[src/inc/ppm_consts.vh]
// Constants for the three-port programmable parallel port block
`ifndef PPM_CONSTS_VH
`define PPM_CONSTS_VH

// ------------------------------------------------------------
// Port select codes
// ------------------------------------------------------------
`define PPM_SEL_A        2'h0
`define PPM_SEL_B        2'h1
`define PPM_SEL_C        2'h2
`define PPM_SEL_CTRL     2'h3

// ------------------------------------------------------------
// Control word fields
// ------------------------------------------------------------
`define PPM_CW_MODE_SET  7
`define PPM_CW_AMODE_HI  6
`define PPM_CW_AMODE_LO  5
`define PPM_CW_A_DIR     4
`define PPM_CW_CU_DIR    3
`define PPM_CW_B_MODE    2
`define PPM_CW_B_DIR     1
`define PPM_CW_CL_DIR    0
`define PPM_CW_BIT_HI    3
`define PPM_CW_BIT_LO    1
`define PPM_CW_BIT_VAL   0

// ------------------------------------------------------------
// Group A mode codes
// ------------------------------------------------------------
`define PPM_AMODE_BASIC  2'h0
`define PPM_AMODE_STROBE 2'h1

// ------------------------------------------------------------
// Third port handshake line positions
// ------------------------------------------------------------
`define PPM_PC_REQ_B     3'h0
`define PPM_PC_FULL_B    3'h1
`define PPM_PC_STB_B     3'h2
`define PPM_PC_REQ_A     3'h3
`define PPM_PC_STB_A     3'h4
`define PPM_PC_IFULL_A   3'h5
`define PPM_PC_ACK_A     3'h6
`define PPM_PC_OFULL_A   3'h7

// ------------------------------------------------------------
// Reset values
// ------------------------------------------------------------
`define PPM_AMODE_RST    2'h0
`define PPM_BMODE_RST    1'h0
`define PPM_DIR_RST      1'h1
`define PPM_LATCH_RST    8'h00
`define PPM_OE_N_RST     8'hFF
`define PPM_RDATA_RST    8'h00
`define PPM_SYNC_RST     1'h1

`endif

[src/hdl/ppm_top.v]
// Three-port parallel port with basic, strobed and bidirectional modes
`timescale 1ns/1ps
`default_nettype none
`include "ppm_consts.vh"

module ppm_top (
    input  wire       clk,
    input  wire       nrst,
    input  wire       ce,
    input  wire [1:0] port_select,
    input  wire [7:0] wr_data,
    input  wire       wr_stb,
    input  wire       rd_stb,
    output reg  [7:0] rd_data,
    input  wire [7:0] first_port_line_in,
    output reg  [7:0] first_port_line_out,
    output reg  [7:0] first_port_line_oe_n,
    input  wire [7:0] second_port_line_in,
    output reg  [7:0] second_port_line_out,
    output reg  [7:0] second_port_line_oe_n,
    input  wire [7:0] third_port_line_in,
    output reg  [7:0] third_port_line_out,
    output reg  [7:0] third_port_line_oe_n
);

    // ------------------------------------------------------------
    // Declarations
    // ------------------------------------------------------------
    wire [23:0] pins_s;
    wire [7:0]  pa_s;
    wire [7:0]  pb_s;
    wire [7:0]  pc_s;

    reg  [1:0]  a_mode_r;
    reg         b_mode_r;
    reg         a_dir_in_r;
    reg         b_dir_in_r;
    reg         cu_dir_in_r;
    reg         cl_dir_in_r;

    reg  [7:0]  a_in_r;
    reg  [7:0]  b_in_r;
    reg  [7:0]  b_out_r;
    reg  [7:0]  c_lat_r;

    reg         ifull_a_r;
    reg         ofull_a_n_r;
    reg         req_a_r;
    reg         ifull_b_r;
    reg         ofull_b_n_r;
    reg         req_b_r;
    reg         bidir_in_request_enable_r;
    reg         bidir_out_request_enable_r;
    reg         group_b_request_enable_r;

    reg  [7:0]  hs_out;
    reg  [7:0]  hs_in;
    reg  [7:0]  hs_val;
    reg  [7:0]  c_out_nxt;
    reg  [7:0]  c_oe_n_nxt;
    reg  [7:0]  c_rd;
    reg  [7:0]  rd_nxt;
    reg         c_dir_in;
    integer     i;

    // ------------------------------------------------------------
    // Pin synchronisers
    // ------------------------------------------------------------
    ppm_sync #(
        .W       (24)
    ) u_sync (
        .clk     (clk),
        .nrst    (nrst),
        .ce      (ce),
        .pin_in  ({third_port_line_in, second_port_line_in, first_port_line_in}),
        .pin_out (pins_s)
    );

    assign pa_s = pins_s[7:0];
    assign pb_s = pins_s[15:8];
    assign pc_s = pins_s[23:16];

    // ------------------------------------------------------------
    // Decoded modes and host accesses
    // ------------------------------------------------------------
    // strobed sides of group A
    wire a_strobed = (a_mode_r == `PPM_AMODE_STROBE);
    wire a_bidir   = a_mode_r[1];
    wire a_in_side  = (a_strobed & a_dir_in_r) | a_bidir;
    wire a_out_side = (a_strobed & ~a_dir_in_r) | a_bidir;
    // group B strobed side chosen by its own bit
    wire b_in_side  = b_mode_r & b_dir_in_r;
    wire b_out_side = b_mode_r & ~b_dir_in_r;

    wire wr_a     = wr_stb & (port_select == `PPM_SEL_A);
    wire wr_b     = wr_stb & (port_select == `PPM_SEL_B);
    wire wr_c     = wr_stb & (port_select == `PPM_SEL_C);
    wire wr_ctl   = wr_stb & (port_select == `PPM_SEL_CTRL);
    wire rd_a     = rd_stb & (port_select == `PPM_SEL_A);
    wire rd_b     = rd_stb & (port_select == `PPM_SEL_B);
    wire mode_set = wr_ctl & wr_data[`PPM_CW_MODE_SET];
    wire bit_op   = wr_ctl & ~wr_data[`PPM_CW_MODE_SET];
    wire [2:0] bit_sel = wr_data[`PPM_CW_BIT_HI:`PPM_CW_BIT_LO];
    wire bit_val  = wr_data[`PPM_CW_BIT_VAL];

    // Handshake inputs after synchronisation
    wire stb_a_n = pc_s[`PPM_PC_STB_A];
    wire ack_a_n = pc_s[`PPM_PC_ACK_A];
    wire hs_b_n  = pc_s[`PPM_PC_STB_B];

    // ------------------------------------------------------------
    // Port C line roles and values
    // ------------------------------------------------------------
    // handshake line assignment per mode
    always @* begin
        hs_out = 8'h00;
        hs_in  = 8'h00;
        hs_val = 8'h00;
        if (a_in_side) begin
            hs_out[`PPM_PC_REQ_A] = 1'b1;
            hs_out[`PPM_PC_IFULL_A] = 1'b1;
            hs_in[`PPM_PC_STB_A]  = 1'b1;
        end
        if (a_out_side) begin
            hs_out[`PPM_PC_REQ_A] = 1'b1;
            hs_out[`PPM_PC_OFULL_A] = 1'b1;
            hs_in[`PPM_PC_ACK_A]  = 1'b1;
        end
        if (b_mode_r) begin
            hs_out[`PPM_PC_REQ_B]  = 1'b1;
            hs_out[`PPM_PC_FULL_B] = 1'b1;
            hs_in[`PPM_PC_STB_B]   = 1'b1;
        end
        hs_val[`PPM_PC_REQ_A]   = req_a_r;
        hs_val[`PPM_PC_IFULL_A] = ifull_a_r;
        hs_val[`PPM_PC_OFULL_A] = ofull_a_n_r;
        hs_val[`PPM_PC_REQ_B]   = req_b_r;
        hs_val[`PPM_PC_FULL_B]  = b_dir_in_r ? ifull_b_r : ofull_b_n_r;
    end

    // Per-line drive, enable and read value of port C
    always @* begin
        c_out_nxt  = 8'h00;
        c_oe_n_nxt = 8'h00;
        c_rd       = 8'h00;
        c_dir_in   = 1'b0;
        for (i = 0; i < 8; i = i + 1) begin
            // nibble direction bits, one means input
            c_dir_in = (i >= 4) ? cu_dir_in_r : cl_dir_in_r;
            if (hs_out[i]) begin
                c_out_nxt[i]  = hs_val[i];
                c_oe_n_nxt[i] = 1'b0;
                c_rd[i]       = hs_val[i];
            end else if (hs_in[i] | c_dir_in) begin
                c_out_nxt[i]  = c_lat_r[i];
                c_oe_n_nxt[i] = 1'b1;
                c_rd[i]       = pc_s[i];
            end else begin
                c_out_nxt[i]  = c_lat_r[i];
                c_oe_n_nxt[i] = 1'b0;
                c_rd[i]       = c_lat_r[i];
            end
        end
    end

    // ------------------------------------------------------------
    // Read data selection
    // ------------------------------------------------------------
    always @* begin
        case (port_select)
            `PPM_SEL_A: begin
                // basic input unlatched, strobed input latched
                if (a_mode_r == `PPM_AMODE_BASIC) begin
                    rd_nxt = a_dir_in_r ? pa_s : first_port_line_out;
                end else begin
                    rd_nxt = a_in_side ? a_in_r : first_port_line_out;
                end
            end
            `PPM_SEL_B: begin
                if (!b_mode_r) begin
                    rd_nxt = b_dir_in_r ? pb_s : b_out_r;
                end else begin
                    rd_nxt = b_in_side ? b_in_r : b_out_r;
                end
            end
            `PPM_SEL_C: begin
                rd_nxt = c_rd;
            end
            default: begin
                rd_nxt = `PPM_RDATA_RST;
            end
        endcase
    end

    // ------------------------------------------------------------
    // Control word and data latches
    // ------------------------------------------------------------
    always @(posedge clk) begin
        if (!nrst) begin
            a_mode_r    <= `PPM_AMODE_RST;
            b_mode_r    <= `PPM_BMODE_RST;
            a_dir_in_r  <= `PPM_DIR_RST;
            b_dir_in_r  <= `PPM_DIR_RST;
            cu_dir_in_r <= `PPM_DIR_RST;
            cl_dir_in_r <= `PPM_DIR_RST;
            first_port_line_out <= `PPM_LATCH_RST;
            b_out_r     <= `PPM_LATCH_RST;
            c_lat_r     <= `PPM_LATCH_RST;
            a_in_r      <= `PPM_LATCH_RST;
            b_in_r      <= `PPM_LATCH_RST;
        end else if (ce) begin
            if (mode_set) begin
                a_mode_r    <= wr_data[`PPM_CW_AMODE_HI:`PPM_CW_AMODE_LO];
                b_mode_r    <= wr_data[`PPM_CW_B_MODE];
                a_dir_in_r  <= wr_data[`PPM_CW_A_DIR];
                b_dir_in_r  <= wr_data[`PPM_CW_B_DIR];
                cu_dir_in_r <= wr_data[`PPM_CW_CU_DIR];
                cl_dir_in_r <= wr_data[`PPM_CW_CL_DIR];
                first_port_line_out <= `PPM_LATCH_RST;
                b_out_r     <= `PPM_LATCH_RST;
                c_lat_r     <= `PPM_LATCH_RST;
            end else begin
                if (wr_a) begin
                    first_port_line_out <= wr_data;
                end
                if (wr_b) begin
                    b_out_r <= wr_data;
                end
                if (wr_c) begin
                    c_lat_r[3:0] <= wr_data[3:0];
                    // upper nibble only in basic mode
                    if (a_mode_r == `PPM_AMODE_BASIC) begin
                        c_lat_r[7:4] <= wr_data[7:4];
                    end
                end
                if (bit_op) begin
                    c_lat_r[bit_sel] <= bit_val;
                end
            end
            // capture pins while load strobe low
            if (a_in_side & ~stb_a_n) begin
                a_in_r <= pa_s;
            end
            if (b_in_side & ~hs_b_n) begin
                b_in_r <= pb_s;
            end
        end
    end

    // ------------------------------------------------------------
    // Handshake flags and request enables
    // ------------------------------------------------------------
    always @(posedge clk) begin
        if (!nrst) begin
            ifull_a_r   <= 1'b0;
            ofull_a_n_r <= 1'b1;
            req_a_r     <= 1'b0;
            ifull_b_r   <= 1'b0;
            ofull_b_n_r <= 1'b1;
            req_b_r   <= 1'b0;
            bidir_in_request_enable_r  <= 1'b0;
            bidir_out_request_enable_r <= 1'b0;
            group_b_request_enable_r   <= 1'b0;
        end else if (ce) begin
            if (mode_set) begin
                // mode set clears flags and enables
                ifull_a_r   <= 1'b0;
                ofull_a_n_r <= 1'b1;
                req_a_r     <= 1'b0;
                ifull_b_r   <= 1'b0;
                ofull_b_n_r <= 1'b1;
                req_b_r   <= 1'b0;
                bidir_in_request_enable_r  <= 1'b0;
                bidir_out_request_enable_r <= 1'b0;
                group_b_request_enable_r   <= 1'b0;
            end else begin
                // input full, strobe wins over read
                if (a_in_side & ~stb_a_n) begin
                    ifull_a_r <= 1'b1;
                end else if (rd_a) begin
                    ifull_a_r <= 1'b0;
                end
                if (b_in_side & ~hs_b_n) begin
                    ifull_b_r <= 1'b1;
                end else if (rd_b) begin
                    ifull_b_r <= 1'b0;
                end
                // write drives output full flag low, acceptance restores
                if (a_out_side & wr_a) begin
                    ofull_a_n_r <= 1'b0;
                end else if (~ack_a_n) begin
                    ofull_a_n_r <= 1'b1;
                end
                if (b_out_side & wr_b) begin
                    ofull_b_n_r <= 1'b0;
                end else if (~hs_b_n) begin
                    ofull_b_n_r <= 1'b1;
                end
                // input request after strobe returns high
                req_a_r <= ((a_in_side & stb_a_n & ifull_a_r & bidir_in_request_enable_r)
                          | (a_out_side & ack_a_n & ofull_a_n_r
                             & bidir_out_request_enable_r))
                          & ~(rd_a | wr_a);
                req_b_r <= ((b_in_side & hs_b_n & ifull_b_r)
                          | (b_out_side & hs_b_n & ofull_b_n_r))
                          & group_b_request_enable_r & ~(rd_b | wr_b);
                // group A request enables on lines four and six, group B on line two
                if (bit_op) begin
                    if ((bit_sel == `PPM_PC_STB_A) & a_in_side) begin
                        bidir_in_request_enable_r <= bit_val;
                    end
                    if ((bit_sel == `PPM_PC_ACK_A) & a_out_side) begin
                        bidir_out_request_enable_r <= bit_val;
                    end
                    if ((bit_sel == `PPM_PC_STB_B) & b_mode_r) begin
                        group_b_request_enable_r <= bit_val;
                    end
                end
            end
        end
    end

    // ------------------------------------------------------------
    // Pin drivers and read data register
    // ------------------------------------------------------------
    always @(posedge clk) begin
        if (!nrst) begin
            first_port_line_oe_n  <= `PPM_OE_N_RST;
            second_port_line_out  <= `PPM_LATCH_RST;
            second_port_line_oe_n <= `PPM_OE_N_RST;
            third_port_line_out   <= `PPM_LATCH_RST;
            third_port_line_oe_n  <= `PPM_OE_N_RST;
            rd_data               <= `PPM_RDATA_RST;
        end else if (ce) begin
            // bidirectional drive only while acceptance low
            if (a_bidir) begin
                first_port_line_oe_n <= {8{ack_a_n}};
            end else begin
                // byte ports each set as a whole
                first_port_line_oe_n <= {8{a_dir_in_r}};
            end
            second_port_line_out  <= b_out_r;
            second_port_line_oe_n <= {8{b_dir_in_r}};
            third_port_line_out   <= c_out_nxt;
            third_port_line_oe_n  <= c_oe_n_nxt;
            rd_data <= rd_stb ? rd_nxt : `PPM_RDATA_RST;
        end
    end

    // group split shown by the role masks above
    // strobed data held in a_in_r, b_in_r and out latches
    // bidirectional input latch shares group A input path
    // acceptance input sampled as ack_a_n and hs_b_n

endmodule
`default_nettype wire

[src/hdl/ppm_sync.v]
// Three-stage input synchroniser with agreement filter
`timescale 1ns/1ps
`default_nettype none
`include "ppm_consts.vh"

module ppm_sync #(
    parameter W = 24
) (
    input  wire         clk,
    input  wire         nrst,
    input  wire         ce,
    input  wire [W-1:0] pin_in,
    output reg  [W-1:0] pin_out
);

    reg [W-1:0] s1_r;
    reg [W-1:0] s2_r;
    reg [W-1:0] s3_r;
    integer     i;

    // Stage chain; output follows only where stages two and three agree
    always @(posedge clk) begin
        if (!nrst) begin
            s1_r    <= {W{`PPM_SYNC_RST}};
            s2_r    <= {W{`PPM_SYNC_RST}};
            s3_r    <= {W{`PPM_SYNC_RST}};
            pin_out <= {W{`PPM_SYNC_RST}};
        end else if (ce) begin
            s1_r <= pin_in;
            s2_r <= s1_r;
            s3_r <= s2_r;
            for (i = 0; i < W; i = i + 1) begin
                if (s2_r[i] == s3_r[i]) begin
                    pin_out[i] <= s3_r[i];
                end
            end
        end
    end

endmodule
`default_nettype wire

[config.mk]
export PLATFORM = sky130hd
export DESIGN_NAME = ppm_top
export DESIGN_NICKNAME = d
export VERILOG_FILES = /design/src/hdl/ppm_top.v /design/src/hdl/ppm_sync.v
export VERILOG_INCLUDE_DIRS = /design/src /design/src/inc
export SDC_FILE = /design/constraint.sdc
export NUM_CORES = 1
export LEC_CHECK = 0
export ABC_AREA = 1
export BUFFER_PORTS_ARGS = -buffer_cell sky130_fd_sc_hd__buf_2
export CAP_MARGIN = 20
export CORE_UTILIZATION = 58
export CTS_BUF_LIST = sky130_fd_sc_hd__clkbuf_16
export CTS_CLUSTER_SIZE = 8
export DETAILED_ROUTE_END_ITERATION = 7
export HOLD_SLACK_MARGIN = 0.06
export PLACE_DENSITY = 0.77
export SLEW_MARGIN = 30
export SYNTH_ARGS = -nofsm -noshare
export SYNTH_HDL_FRONTEND = slang
export SYNTH_SLANG_ARGS = --single-unit
[constraint.sdc]
create_clock -name clk -period 1.7 [get_ports clk]
set_input_delay 0.17 -clock clk [delete_from_list [all_inputs] [get_ports clk]]
set_output_delay 0.17 -clock clk [all_outputs]
set_load 0.02 [all_outputs]
==> flow_summary.yaml <==
timing:
  hold_viol: 0
  final_min_period_over_clock_period_pct: 90.2
  setup_tns_ns: 0
  hold_ws_ns: 0.0888
  fin_crit_ns: 1.53
  rsz0062_at_grt: "no"
  setup_viol: 0
  slew_viol_final: 0
  tightest_slew_ns: 0.527
  finalWorstSetupSlack_ns: 0.167
  slew_headroom_pct: 64.7
  max_freq_mhz: 653
  fin_skew_ns: 0.00821
synth:
  synth_compound_area_share_pct: 14.1
  synth-simple-area-share_pct: 31.4
  synth_seq_area_share_pct: 47.0
  synth_mux_area_share_pct: 0
  synth-seq-cells: 185
  ys_async_sr_fraction_pct: 0
  synth_top_family_by_area: "simple AND/OR/NAND/NOR gates"
  synth_area_per_cell_sq_um: 7.17
  syn_nets: 1138
  syn_area_sq_mm: 0.00788
  synth_edf_count: 0
  synth_fa_ha_area_share_pct: 0
  ys.flop_type: "dfxtp_1"
  synth_xor_area_share_pct: 0
  yosysWarnings: 0
  syn_inst: 1099
  yosysUniqueCellTypes: 31
run_status:
  status: "finished, final reports clean"
clock_tree:
  clock_latency_ns: 0.43
  post_cts_buffers: 0
  root_buffer: "clkbuf_16"
  clk_pin_slew_ns: 0.07
  cts.sinks: 185
  cts.path.max_buffers: 2
  numCtsBuffers: 17
  htreeDepth: 4
  tritoncts: "done"
route:
  first_iter_violations: 749
  vias: 7536
  dr.pass1.iters: 5
  drt_wl_total_um: 20800
  drc: 0
  detail-route-antenna-nets: 0
  via_per_inst: 5.46
  wl_per_cell_um: 15.1
global_route:
  grt_first_pass_wirelength_um: 33500
  gr-total-overflow: 0
  grt_max_degree: 84
  antenna_found_initial: 0
  grt_pass1_vias: 6678
  track_usage_pct: 30.2
worst_setup_path:
  critPathLaunch: "b_mode_r"
  crit_fanout: 12
  reg2reg_from: "b_mode_r"
  worstPathArrival_ns: 1.84
  cp.required_ns: 2.01
  end_kind: "register"
  path_class: "reg -> reg"
  start_kind: "register"
finish:
  drive_above_1_share_pct: 15.7
  nets: 1229
  syn_to_final_growth_pct: 18.5
  stdcell_area_sq_mm: 0.00934
  final_cell_count_no_fill: 1379
  diodes: 0
place:
  gp_congestion: 0.954
  dp_hpwl_um: 14400
  place_inst: 1323
  dpl_cell_area_sq_mm: 0.00848
  numPortBuffers: 94
  place_ws_ns: 0.144
die:
  row_count: 42
  boundaryPins: 95
  start_util_pct: 59.5
  die_y_um: 119
  core-area_sq_mm: 0.0132
  die-area_sq_mm: 0.0141
  die_w_um: 119
power:
  ir_drop_uv: 1010
  power_density_mw_per_mm2: 1050
  power.leakage_nw: 4.27
worst_hold_path:
  worstHoldStart: "wr_data[4]"
  min_path_type: "in -> reg"
run:
  maxCapViolCount: 0
==> worst paths after layout <==
path	to	slack, ns	depth (start not counted)
worst max-delay path	rd_data[2]	0.17	9
worst min-delay path	c_lat_r[4]	0.09	5
worst max register to register	rd_data[2]	0.17	9
worst min register to register	u_sync.s1_r[7]	0.46	2
==> worst max-delay path, stage by stage, from the launching register on <==
cell and delay [ns]:
dfxtp_1 0.44, inv_1 0.24, nand2_1 0.12, nand3_1 0.10
nand2_1 0.08, o21ai_0 0.11, inv_1 0.15, nand2_1 0.07
nand2_1 0.06, a21oi_1 0.05
==> what timing repair did <==
action,in CTS,in global routing
hold buffers,24,0
gates resized for setup,0,1
setup endpoints to repair,0,2
hold endpoints to repair,24,0
==> Yosys cell counts (6+ instances only) <==
library cell	count	area [sq um]
clkbuf_1	41	154
nand2_1	333	1250
inv_1	52	195
nand3_1	142	711
o21ai_0	79	395
buf_1	8	30.0
inv_2	6	22.5
a21oi_1	66	330
o211ai_1	38	285
nor2_1	77	289
dfxtp_1	185	3700
or2_2	12	75.1
buf_4	15	113
buf_2	11	55.1
==> where the power goes <==
part	switching, W	internal [W]	leakage (nW)	total [W]
sequential	0.000135	0.00453	1.52	0.00466
combinational	0.000663	0.000374	2.44	0.00104
clock	0.00177	0.00235	0.305	0.00412
==> cells in the final DEF (no fill, tap or decap), types with 2 or more instances in the layout <==
cell | synthesis | final
buf_2 | 11 | 92
o211ai_1 | 38 | 38
o31ai_1 | 4 | 4
clkinv_8 | 0 | 2
clkbuf_16 | 0 | 17
clkinv_2 | 0 | 3
or2_2 | 12 | 12
dfxtp_1 | 185 | 185
clkinv_1 | 3 | 4
dlygate4sd3_1 | 0 | 24
inv_1 | 52 | 52
buf_12 | 0 | 3
inv_2 | 6 | 6
a211oi_2 | 3 | 3
nand3_1 | 142 | 142
bufinv_16 | 0 | 3
nand4_1 | 3 | 3
buf_4 | 15 | 29
inv_6 | 0 | 3
nand2_1 | 333 | 332
clkinv_4 | 0 | 2
a21oi_1 | 66 | 66
o22ai_1 | 3 | 3
nand2_2 | 5 | 6
nor2_2 | 3 | 3
nor2_1 | 77 | 77
o21ai_0 | 79 | 79
==> state kept, by name, summed over array words and instances, names as in the netlist, 2 cells and up <==
name,cells
third_port_line_oe_n,7
b_in_r,8
a_mode_r,2
rd_data,8
third_port_line_out,8
a_in_r,8
u_sync.pin_out,24
c_lat_r,8
first_port_line_out,8
u_sync.s2_r,24
u_sync.s3_r,24
second_port_line_out,8
u_sync.s1_r,24
b_out_r,8
==> layout make-up <==
cell class                 count  area [sq um]
clock buffer                  17           425
clock inverter                15           195
fill                        1129          3900
inverter                      61           230
multi-input combinational    777          3590
sequential                   185          3700
tap                          176           220
timing repair buffer         148           978
==> per-layer routing <==
| metal | global-route usage [%] | vias up | wire length (um) |
|---|---|---|---|
| met5 | 0 | - | 0 |
| met4 | 14.6 | 0 | 797 |
| met3 | 5.36 | 43 | 1340 |
| met2 | 46.9 | 296 | 9260 |
| met1 | 40.6 | 3403 | 9380 |
| li1 | - | 3794 | - |
==> logic make-up (layout without fill, tap and decap cells) <==
kind of cell,after synthesis,in the layout
flip-flops,185,185
AO/OA/AOI/OAI,195,195
buffers and inverters,137,241
AND/OR/NAND/NOR,582,582
==> through the flow <==
stage          util (%)  power (W)
6_report           70.5    0.00983
4_1_cts            70.5    0.00986
3_3_place_gp       64.0    0.00572
2_1_floorplan         -    0.00541
3_5_place_dp       64.0    0.00574
5_1_grt            70.5     0.0102
Power figures use the tool's default switching activity.
